===== src/adcsp_params.svh =====
// Purpose: timing counts, field positions and reset values of the serial port
// Assumes: 50 MHz core clock
// Notes: definitions only
`ifndef ADCSP_PARAMS_SVH
`define ADCSP_PARAMS_SVH
`define ADCSP_WORD_BITS 32
`define ADCSP_PREFIX_BITS 3
`define ADCSP_PREFIX_UPDATE 3'h5
`define ADCSP_CMD_BITS 13
`define ADCSP_CHAN_RST 5'h00
`define ADCSP_SPEED_RST 5'h00
`define ADCSP_OSR_RST 16'h0100
`define ADCSP_TWO_X_BIT 4
`define ADCSP_SCK_HALF 6'h04
`define ADCSP_CONV_CYCLES 16'h0100
`endif


===== src/adcsp_pkg.sv =====
// Purpose: shared types of the serial port
// Assumes: nothing
// Notes: constants live in adcsp_params.svh
package adcsp_pkg;
  typedef enum logic [1:0] {ADCSP_CONVERT, ADCSP_SLEEP, ADCSP_OUTPUT} adcsp_state_e;
  typedef logic [31:0] adcsp_word_t;
endpackage : adcsp_pkg


===== src/adcsp_sync_if.sv =====
// Purpose: carrier for synchronised pin levels
// Assumes: one core clock
// Notes: driven by the sync module, read by the top
`timescale 1ns/1ps
interface adcsp_sync_if;
  logic cs_n;
  logic sck;
  logic serial_in;
  logic strap_n;
  modport src (output cs_n, output sck, output serial_in, output strap_n);
  modport dst (input cs_n, input sck, input serial_in, input strap_n);
endinterface : adcsp_sync_if


===== src/adcsp_sync.sv =====
// Purpose: two-flop synchronisers for the pin inputs
// Assumes: pins asynchronous to clk_in
// Notes: first stage is read only by the second
`timescale 1ns/1ps
module adcsp_sync (
  input wire logic clk_in,
  input wire logic rst_b_in,
  input wire logic ce_in,
  input wire logic [3:0] pins_in,
  adcsp_sync_if.src sync_out
);
  logic [3:0] meta_q;
  logic [3:0] sync_q;
  // cs resets high (deselected), others low
  always_ff @(posedge clk_in or negedge rst_b_in)
  begin
    if (!rst_b_in)
    begin
      meta_q <= 4'h1;
      sync_q <= 4'h1;
    end
    else if (ce_in)
    begin
      meta_q <= pins_in;
      sync_q <= meta_q;
    end
  end
  assign sync_out.cs_n = sync_q[0];
  assign sync_out.sck = sync_q[1];
  assign sync_out.serial_in = sync_q[2];
  assign sync_out.strap_n = sync_q[3];
endmodule : adcsp_sync


===== src/adcsp_port.sv =====
// Purpose: serial port, conversion sequencing and mux select of a delta-sigma converter
// Assumes: pins sampled by clk_in; modulator outside, result given on result_in
// Notes: internal clock mode drives the serial clock from a divider of clk_in
`timescale 1ns/1ps
`include "adcsp_params.svh"

//////////////////////////////////////////////////////////////////////////////
module adcsp_port (
  input wire logic clk_in,
  input wire logic rst_b_in,
  input wire logic ce_in,
  input wire logic chip_select_n_in,
  input wire logic sck_in,
  input wire logic serial_in_in,
  input wire logic clock_source_strap_n_in,
  input wire logic [28:0] result_in,
  input wire logic over_range_in,
  input wire logic under_range_in,
  output logic serial_out_out,
  output logic serial_out_oe_out,
  output logic sck_out,
  output logic sck_oe_out,
  output logic [3:0] pos_chan_out,
  output logic [3:0] neg_chan_out,
  output logic common_negative_input_out,
  output logic [4:0] speed_code_out,
  output logic two_x_mode_out,
  output logic conv_start_out,
  output logic converting_out
);
  import adcsp_pkg::*;

  //////////////////////////////////////////////////////////////////////////////
  // synchronised pins
  adcsp_sync_if sync_bus ();
  adcsp_sync u_sync (
    .clk_in(clk_in),
    .rst_b_in(rst_b_in),
    .ce_in(ce_in),
    .pins_in({clock_source_strap_n_in, serial_in_in, sck_in, chip_select_n_in}),
    .sync_out(sync_bus)
  );

  adcsp_state_e state_q, state_d;
  logic cs_n_q;
  logic ext_sck_q;
  logic int_sck_q;
  logic [5:0] div_q;
  logic [5:0] bit_cnt_q;
  adcsp_word_t shift_q;
  logic [12:0] cmd_q;
  logic [15:0] conv_cnt_q;
  logic [4:0] chan_q;
  logic [4:0] speed_q;
  logic sdo_q;
  logic oe_q;
  logic start_q;
  logic strap_q;
  logic strap_valid_q;
  logic [1:0] strap_wait_q;
  adcsp_word_t held_word_q;

  //////////////////////////////////////////////////////////////////////////////
  // edge detection on the selected serial clock source
  wire internal_mode = strap_q;
  wire cur_sck = internal_mode ? int_sck_q : sync_bus.sck;
  logic prev_sck_q;
  wire sck_rise = cur_sck & ~prev_sck_q;
  wire sck_fall = ~cur_sck & prev_sck_q;
  wire cs_low = ~sync_bus.cs_n;
  wire cs_rise = sync_bus.cs_n & ~cs_n_q;
  wire conv_done = (conv_cnt_q == 16'h0001);
  wire [4:0] next_chan = cmd_q[9:5];
  wire [4:0] next_speed = cmd_q[4:0];
  wire cmd_update = (cmd_q[12:10] == `ADCSP_PREFIX_UPDATE);
  wire last_fall = sck_fall && (bit_cnt_q == 6'(`ADCSP_WORD_BITS));
  wire abort = (state_q == ADCSP_OUTPUT) && cs_rise;
  wire end_output = abort || last_fall;
  wire div_wrap = (div_q == `ADCSP_SCK_HALF - 6'h01);

  //////////////////////////////////////////////////////////////////////////////
  // result word assembly; in range the sign is the inverse of the offset-form MSB
  adcsp_word_t conv_word;
  always_comb
  begin
    conv_word = {2'b00, ~result_in[28], result_in};
    if (over_range_in)
      conv_word = {3'b001, 1'b1, 28'h0000000};
    else if (under_range_in)
      conv_word = {3'b000, 1'b0, 28'hfffffff};
  end

  //////////////////////////////////////////////////////////////////////////////
  // state machine
  always_comb
  begin
    state_d = state_q;
    case (state_q)
      ADCSP_CONVERT:
        if (conv_done)
          state_d = ADCSP_SLEEP;
      ADCSP_SLEEP:
        if (cs_low && sck_rise)
          state_d = ADCSP_OUTPUT;
      ADCSP_OUTPUT:
        if (end_output)
          state_d = ADCSP_CONVERT;
      default:
        state_d = ADCSP_CONVERT;
    endcase
  end

  // strap caught after reset release, once the sync flops hold the pin level
  // rather than their own reset value
  always_ff @(posedge clk_in or negedge rst_b_in)
  begin
    if (!rst_b_in)
    begin
      strap_q <= 1'b0;
      strap_valid_q <= 1'b0;
      strap_wait_q <= 2'h0;
    end
    else if (ce_in && !strap_valid_q)
    begin
      strap_q <= sync_bus.strap_n;
      strap_wait_q <= strap_wait_q + 2'h1;
      strap_valid_q <= (strap_wait_q == 2'h2);
    end
  end

  // state and edge history
  always_ff @(posedge clk_in or negedge rst_b_in)
  begin
    if (!rst_b_in)
    begin
      state_q <= ADCSP_CONVERT;
      cs_n_q <= 1'b1;
      prev_sck_q <= 1'b0;
      ext_sck_q <= 1'b0;
    end
    else if (ce_in)
    begin
      state_q <= state_d;
      cs_n_q <= sync_bus.cs_n;
      prev_sck_q <= cur_sck;
      ext_sck_q <= sync_bus.sck;
    end
  end

  //////////////////////////////////////////////////////////////////////////////
  // internal serial clock divider; runs only while selected and outside the convert state
  always_ff @(posedge clk_in or negedge rst_b_in)
  begin
    if (!rst_b_in)
    begin
      div_q <= 6'h00;
      int_sck_q <= 1'b0;
    end
    else if (ce_in)
    begin
      if (internal_mode && cs_low && state_q != ADCSP_CONVERT && !end_output)
      begin
        div_q <= div_wrap ? 6'h00 : div_q + 6'h01;
        if (div_wrap)
          int_sck_q <= ~int_sck_q;
      end
      else
      begin
        div_q <= 6'h00;
        int_sck_q <= 1'b0;
      end
    end
  end

  //////////////////////////////////////////////////////////////////////////////
  // conversion timer; 2X halves the cycle, the modulator itself is outside
  always_ff @(posedge clk_in or negedge rst_b_in)
  begin
    if (!rst_b_in)
    begin
      conv_cnt_q <= `ADCSP_CONV_CYCLES;
      start_q <= 1'b0;
    end
    else if (ce_in)
    begin
      start_q <= (state_q == ADCSP_OUTPUT) && end_output;
      if (state_q == ADCSP_OUTPUT && end_output)
        conv_cnt_q <= speed_q[`ADCSP_TWO_X_BIT] ?
          (`ADCSP_CONV_CYCLES >> 1) : `ADCSP_CONV_CYCLES;
      else if (state_q == ADCSP_CONVERT && !conv_done)
        conv_cnt_q <= conv_cnt_q - 16'h0001;
    end
  end

  //////////////////////////////////////////////////////////////////////////////
  // result capture; 2X delivers the word of the conversion before last
  always_ff @(posedge clk_in or negedge rst_b_in)
  begin
    if (!rst_b_in)
      held_word_q <= 32'h00000000;
    else if (ce_in && state_q == ADCSP_CONVERT && conv_done)
      held_word_q <= conv_word;
  end

  wire [31:0] load_word = speed_q[`ADCSP_TWO_X_BIT] ? held_word_q : conv_word;

  //////////////////////////////////////////////////////////////////////////////
  // shift engine: output on falling edges, input sampled on rising edges
  always_ff @(posedge clk_in or negedge rst_b_in)
  begin
    if (!rst_b_in)
    begin
      shift_q <= 32'h00000000;
      bit_cnt_q <= 6'h00;
      cmd_q <= 13'h0000;
    end
    else if (ce_in)
    begin
      if (state_q == ADCSP_CONVERT && conv_done)
      begin
        shift_q <= load_word;
        bit_cnt_q <= 6'h00;
        cmd_q <= 13'h0000;
      end
      else if (state_q != ADCSP_CONVERT && cs_low)
      begin
        if (sck_rise && bit_cnt_q < 6'(`ADCSP_CMD_BITS))
          cmd_q <= {cmd_q[11:0], sync_bus.serial_in};
        if (sck_rise)
          bit_cnt_q <= bit_cnt_q + 6'h01;
        if (sck_fall)
          shift_q <= {shift_q[30:0], 1'b1};
      end
    end
  end

  //////////////////////////////////////////////////////////////////////////////
  // channel and speed latch, applied when the next conversion starts
  always_ff @(posedge clk_in or negedge rst_b_in)
  begin
    if (!rst_b_in)
    begin
      chan_q <= `ADCSP_CHAN_RST;
      speed_q <= `ADCSP_SPEED_RST;
    end
    else if (ce_in && state_q == ADCSP_OUTPUT && end_output
             && bit_cnt_q >= 6'(`ADCSP_CMD_BITS) && cmd_update)
    begin
      chan_q <= next_chan;
      if (next_speed != 5'h00)
        speed_q <= next_speed;
    end
  end

  //////////////////////////////////////////////////////////////////////////////
  // mux decode from address {single, polarity, a2, a1, a0}
  wire single = chan_q[4];
  wire polarity = chan_q[3];
  wire [2:0] pair = chan_q[2:0];
  wire [3:0] even_ch = {pair, 1'b0};
  wire [3:0] odd_ch = {pair, 1'b1};
  wire [3:0] pos_d = (polarity ? odd_ch : even_ch);
  wire [3:0] neg_d = single ? 4'h0 : (polarity ? even_ch : odd_ch);

  //////////////////////////////////////////////////////////////////////////////
  // pin and status outputs, all registered
  wire sdo_d = (state_q == ADCSP_OUTPUT) ? (last_fall ? 1'b1 : shift_q[31])
             : (state_q == ADCSP_CONVERT);
  always_ff @(posedge clk_in or negedge rst_b_in)
  begin
    if (!rst_b_in)
    begin
      sdo_q <= 1'b1;
      oe_q <= 1'b0;
      serial_out_out <= 1'b1;
      serial_out_oe_out <= 1'b0;
      sck_out <= 1'b0;
      sck_oe_out <= 1'b0;
      pos_chan_out <= 4'h0;
      neg_chan_out <= 4'h1;
      common_negative_input_out <= 1'b0;
      speed_code_out <= 5'h00;
      two_x_mode_out <= 1'b0;
      conv_start_out <= 1'b0;
      converting_out <= 1'b1;
    end
    else if (ce_in)
    begin
      sdo_q <= sdo_d;
      oe_q <= cs_low;
      serial_out_out <= sdo_d;
      serial_out_oe_out <= cs_low;
      sck_out <= int_sck_q;
      sck_oe_out <= internal_mode;
      pos_chan_out <= pos_d;
      neg_chan_out <= neg_d;
      common_negative_input_out <= single;
      speed_code_out <= speed_q;
      two_x_mode_out <= speed_q[`ADCSP_TWO_X_BIT];
      conv_start_out <= start_q;
      converting_out <= (state_d == ADCSP_CONVERT);
    end
  end
endmodule : adcsp_port


===== config.mk =====
export PLATFORM = sky130hd
export DESIGN_NAME = adcsp_port
export DESIGN_NICKNAME = d
export VERILOG_FILES = /design/src/adcsp_pkg.sv /design/src/adcsp_sync_if.sv /design/src/adcsp_sync.sv /design/src/adcsp_port.sv
export VERILOG_INCLUDE_DIRS = /design/src
export SDC_FILE = /design/constraint.sdc
export NUM_CORES = 1
export LEC_CHECK = 0
export BUFFER_PORTS_ARGS = -buffer_cell sky130_fd_sc_hd__buf_4
export CORE_MARGIN = 4
export CORE_UTILIZATION = 60
export DETAILED_ROUTE_END_ITERATION = 10
export HOLD_SLACK_MARGIN = 0.12
export PLACE_DENSITY = 0.92
export SYNTH_ARGS = -nofsm -noshare
export SYNTH_HDL_FRONTEND = slang
export SYNTH_HIERARCHICAL = 1
export SYNTH_SLANG_ARGS = --single-unit

===== constraint.sdc =====
create_clock -name clk_in -period 3.3 [get_ports clk_in]
set_input_delay 0 -clock clk_in [delete_from_list [all_inputs] [get_ports clk_in]]
set_output_delay 0 -clock clk_in [all_outputs]
set_load 0.02 [all_outputs]

After elaboration in Yosys (flattened, before gate mapping)
Index checks and enable logic that the tools add are counted.
W data, S select, Z words.
{ "totals": {"regBits": 154, "inputBits": 38, "word_cells": 118} }
{ "op_classes": {"addsub": 4, "magnitude_cmp": 2, "eq_ne": 8, "n_mux": 29, "bitwise": 9, "reduce_logical": 37} }
{ "ops": {"columns": ["op", "count"], "rows": [
  ["$mux W32", 5],
  ["$mux W13", 3],
  ["$mux W16", 2],
  ["$mux W30", 1],
  ["$mux W6", 5],
  ["$logic_and A1 B1 Y1", 18],
  ["$eq A16 B1 Y1 const B", 1],
  ["$sub A16 B1 Y16 const B", 1],
  ["$add A6 B1 Y6 const B", 2],
  ["$reduce_bool A2 Y1", 6],
  ["$mux W9", 1],
  ["$reduce_and A3 Y1", 3],
  ["$mux W1", 7],
  ["$eq A6 B2 Y1 const B", 1],
  ["$eq A6 B6 Y1 const B", 1],
  ["$ge A6 B4 Y1 const B", 1],
  ["$lt A6 B4 Y1 const B", 1],
  ["$mux W2", 3],
  ["$not A1 Y1", 6],
  ["$pmux W2 S3", 1],
  ["$reduce_and A2 Y1", 3],
  ["$reduce_bool A5 Y1", 1],
  ["$eq A2 B2 Y1 const B", 2],
  ["$logic_not A2 Y1", 2],
  ["8 further kinds", 12]
]} }

Logic depth before layout (Yosys ltp)
{ "depth": {"depth_word": 9, "mapped_depth": 10, "depth_no_buf": 7} }

Modules after synthesis
Netlist, hierarchy kept.
{ "modules_own_cells": {"columns": ["mod", "instances", "cells_each", "area_per_inst_um2"], "rows": [
  ["adcsp_port", 1, 697, 6895.4],
  ["adcsp_sync", 1, 17, 334.1]
]} }

Worst setup path after synthesis
Ideal clock, no wire load.
{ "synth_timing": {"path_type": "register -> register", "from": "reg strap_q (netlist: internal_mode)", "to": "reg speed_q[0]", "setup_time_ns": 0.125, "t_arrival_ns": 2.266, "slack_ns": 0.909, "stages_incl_launch_ff": 6, "path_buffers": 0, "period_less_slack_ns": 2.391, "path_cell_list": "dfrtp_1 -> mux2_4 -> o41a_1 -> nor4b_4 -> a21boi_4 -> mux2_2"} }
{ "synth_between": {"elab_chain_cells": 9} }
{ "synth_lines": {"columns": ["item", "line", "source"], "rows": [
  ["start: declaration", "adcsp_port.sv:58", "logic strap_q;"],
  ["start signal: assignment", "adcsp_port.sv:125", "strap_q <= sync_bus.strap_n;"],
  ["$mux W1", "adcsp_port.sv:66", "wire cur_sck = internal_mode ? int_sck_q : sync_bus.sck;"],
  ["$not A1 Y1", "adcsp_port.sv:69", "wire sck_fall = ~cur_sck & prev_sck_q;"],
  ["$and A1 B1 Y1", "adcsp_port.sv:69", null],
  ["$logic_and A1 B1 Y1", "adcsp_port.sv:76", "wire last_fall = sck_fall && (bit_cnt_q == 6'(`ADCSP_WORD_BITS));"],
  ["$logic_or A1 B1 Y1", "adcsp_port.sv:78", "wire end_output = abort || last_fall;"],
  ["$logic_and A1 B1 Y1 (3 in a row)", "adcsp_port.sv:246", "else if (ce_in && state_q == ADCSP_OUTPUT && end_output"],
  ["$reduce_and A2 Y1 (no source line)", null, null],
  ["end signal: assignment", "adcsp_port.sv:244", "speed_q <= `ADCSP_SPEED_RST;"],
  ["end signal: assignment", "adcsp_port.sv:251", "speed_q <= next_speed;"],
  ["end: declaration", "adcsp_port.sv:54", "logic [4:0] speed_q;"]
]} }
No other way between the ends.
A chain may end at the register's enable or synchronous reset.

Final worst setup path
Same ends and word-level chain as after synthesis.

==> parameters.txt <==
Parameter                              Value

Floorplan
  Height of the die    117.8 um
  Row count    39
  Chip Width    between 100 and 150 um
  Core Box Area    11610 um^2
  Full die area    roughly 14000 um^2
  Initial cell density of the core    0.6225
  IO Pins    59

Layout
  Fillers    slightly above 600
  Fraction of final layout cells with drive strength greater than 1    0.1889
  Final layout net count    864
  Inserted Diodes    0
  Area growth syn-to-layout    22.90%

Worst setup path
  Critical-path cell list    mux2_4 > o41a_1 > nor4b_4 > buf_4 > a21boi_4 > mux2_2
  Crit path max-delay cell type    sky130_fd_sc_hd__o41a_1
  Data arrival, critical path    2.82 ns
  Category of the critical setup timing path    flip-flop to flip-flop
  Type of element launching the critical path    flip-flop
  Setup slack on the worst flop-to-flop path    0.79 ns
  Data required time of the worst path    3.61 ns
  Top fanout value on the critical path    7
  Kind of end point of the critical path    flip-flop
  Largest stage delay on the critical path    0.50 ns

Placed design
  Number of buffers added on ports    58
  RePlAce Congestion    0.8586
  Pre-CTS worst setup slack    0.8166 ns
  Half-perimeter wire length after detailed placement    10080 um

Yosys
  Number of synthesized flops with an enable pin    0
  Synth top area share    0.4984
  Mean Syn Cell Area    10.13 um^2
  Async set or reset register ratio after synthesis    1.000
  Library cell with the largest summed area after synthesis    sky130_fd_sc_hd__dfrtp_1
  Synthesis-stage register bit count    between 150 and 200
  Number of standard cells after synthesis    714
  Unique masters post-synth    53
  Most used flip-flop cell after synthesis    sky130_fd_sc_hd__dfrtp_1
  Leading post-synthesis cells by cell area    sky130_fd_sc_hd__dfrtp_1, sky130_fd_sc_hd__o21ai_0, sky130_fd_sc_hd__nand2_1
  Number of warning messages in the yosys log    6
  Post-Synthesis Cell Area    7229 um^2
  Syn nets    760
  Part of the Yosys area used for sequential elements    0.5239

Power and ir drop
  Internal power component    0.003877 W
  Power share of the sequential group    0.468
  Power Density    between 600 and 700 nW/um^2
  Sw power    0.001825 W
  Clock group share of total power    0.315
  Combinational Power Share    0.217
  Leak Pwr    3.963 nW
  Switching Share    0.3201
  Pwr Total    roughly 0.0057 W
  Highest ir drop seen on vdd    0.3483 mV

Clock network
  Total clock buffers created by CTS    17
  Clk sinks    around 150
  Clock-pin slew reported for the worst setup and hold paths after clock tree synthesis    0.07 ns
  CTS tree    yes
  Number of resized instances in the post-cts repair step    0
  CTS root buffer    sky130_fd_sc_hd__clkbuf_16
  Number of setup buffers added after CTS    0
  H-tree depth    4
  Clock insertion delay at the later pin of the skew report    0.44 ns
  Clock buffer depth    2

Route
  Mean number of vias per cell    6.147
  Routed wire length per instance    around 19 um
  DRC violations left    0
  First-pass DRT Iterations    5
  Number of vias after detailed routing    approximately 6000
  DRT Wirelength    18630 um
  DRC violation total after the first TritonRoute iteration    slightly below 500
  Antenna viol nets, final    0

Timing
  Slew at the pin closest to its max-slew limit    around 0.93 ns
  Maximum clock frequency    around 0.4 GHz
  Total Neg Setup Slack    0 ns
  Final worst slack    0.7857 ns
  Count of pins over their slew limit    0
  Total of endpoints with negative setup slack in the final report    0
  Share of the clock period used by the worst path    0.7619
  Hold Violations, Final    0
  Worst setup skew after layout    0.01271 ns
  Normalized max-slew margin    0.3780
  Final critical path time including I/O delays and setup    2.514 ns
  RSZ-0062 raised after global routing    no

Global route
  Overall overflow remaining after global route    0
  Maximum number of pins on one net before global-route repair    99
  Initial antenna violation count    0
  Total routing resource utilization after global routing    0.2773
  First-pass GRT wire length    30860 um
  Via count of the first global-routing pass    a little over 6000

Worst hold path
  Class of the tightest hold or removal check    primary input to flip-flop

Run status
  Run status    completed

Job
  Max-cap violations    0
[sequential cells by signal, indices dropped and copies added (netlist names), 2 cells and up]
| register | flops |
|---|---|
| shift_q | 32 |
| held_word_q | 30 |
| conv_cnt_q | 16 |
| cmd_q | 13 |
| bit_cnt_q | 6 |
| div_q | 6 |
| chan_q | 5 |
| speed_code_out | 5 |
| speed_q | 5 |
| neg_chan_out | 4 |
| pos_chan_out | 4 |
| u_sync/meta_q | 4 |
| u_sync/sync_q | 4 |
| state_q | 2 |
| strap_wait_q | 2 |
[cell type report]
type | count | area, um^2 | area share
inverter | 22 | 82.58 | 0.009294
tap | 143 | 178.9 | 0.02014
sequential | 151 | 3787 | 0.4263
clock buffer | 23 | 488.0 | 0.05492
multi-input combinational | 497 | 3183 | 0.3583
clock inverter | 9 | 50.05 | 0.005633
timing repair buffer | 129 | 1115 | 0.1255
[metal layers]
metal,vias to the layer above,track usage,wire length [um]
met2,286,0.4890,9808
met3,70,0.06679,1212
li1,2674,-,-
met4,0,0.1289,638
met1,2957,0.3182,6975
met5,-,0,0
[cells in the final DEF, fill, tap and decap left out, drive strengths merged, types with 3 or more instances in the layout]
cell type,count
dlygate4sd3,57
inv,22
a21o,5
xnor2,13
nor3,9
nand3,9
mux2,41
nor3b,4
nor2b,6
nor4,10
dfrtp,144
nor2,35
nand2,122
dfstp,7
o21ai,103
clkbuf,23
a21oi,8
buf,72
nand4,4
nand2b,10
nor4b,4
o21bai,28
ha,8
a31oi,4
clkinv,7
mux2i,41
or3,3
nand3b,4
[worst max-delay path, delay by kind of cell (launching register included)]
family / cells / cell delay (ns)
AOI/OAI and AO/OA: 2 / 0.75
muxes: 2 / 0.70
DFF: 1 / 0.45
and+or+nand+nor: 1 / 0.29
buffers and inverters: 1 / 0.20
[path summary, 6_finish.rpt]
check | depth (start not counted) | end | startpoint
worst max-delay path | 6 | speed_q[0] | internal_mode
worst min-delay path | 3 | held_word_q[14] | under_range_in
worst max register to register | 6 | speed_q[0] | internal_mode
worst min register to register | 1 | strap_valid_q | strap_valid_q
max in group asynchronous | 3 | converting_out | rst_b_in
min in group asynchronous | 2 | speed_code_out[1] | rst_b_in
[cells by family after synthesis]
kind of cell,synth area share
compound gates,0.1360
fa+ha+maj,0.01385
flops,0.5239
simple gates,0.1464
buf+inv,0.03756
xor+xnor,0.01696
mux,0.1253
[metrics by stage]
step	util	hold slack [ns]	cells	area [um^2]
after global placement	0.6696	0.1450	885	7776
after global routing	0.7650	0.1566	974	8885
after detailed placement	0.6696	0.1564	885	7776
after CTS	0.7650	0.1297	974	8885
after floorplan	-	-0.2956	714	7229
final	0.7650	0.1308	974	8885
[Yosys cell counts (5+ instances only)]
| cell | number |
|---|---|
| sky130_fd_sc_hd__nor4_1 | 9 |
| sky130_fd_sc_hd__ha_1 | 8 |
| sky130_fd_sc_hd__mux2_2 | 32 |
| sky130_fd_sc_hd__o21ai_0 | 103 |
| sky130_fd_sc_hd__nor2_1 | 35 |
| sky130_fd_sc_hd__a21oi_1 | 8 |
| sky130_fd_sc_hd__nand3_1 | 9 |
| sky130_fd_sc_hd__o21bai_1 | 28 |
| sky130_fd_sc_hd__mux2_4 | 9 |
| sky130_fd_sc_hd__mux2i_1 | 41 |
| sky130_fd_sc_hd__dfstp_2 | 7 |
| sky130_fd_sc_hd__nor3_1 | 9 |
| sky130_fd_sc_hd__inv_1 | 22 |
| sky130_fd_sc_hd__xnor2_1 | 13 |
| sky130_fd_sc_hd__clkbuf_1 | 33 |
| sky130_fd_sc_hd__a21o_1 | 5 |
| sky130_fd_sc_hd__dfrtp_1 | 144 |
| sky130_fd_sc_hd__nand2_1 | 122 |
| sky130_fd_sc_hd__nand2b_1 | 10 |
| sky130_fd_sc_hd__nor2b_1 | 6 |
[power by group through the flow]
stage,registers (W),logic [W],clock network [W]
final,0.00267,0.00123,0.00180
after global routing,0.00271,0.00138,0.00188
after CTS,0.00264,0.00119,0.00178
after detailed placement,0.00266,0.00111,0
after global placement,0.00261,0.00103,0
after floorplan,0.00258,0.000803,0
[what timing repair did]
item | CTS | global route
hold buffers | 57 | 0
setup endpoints to repair | 0 | 0
hold endpoints to repair | 156 | 0
(Power assumes the default switching activity.)
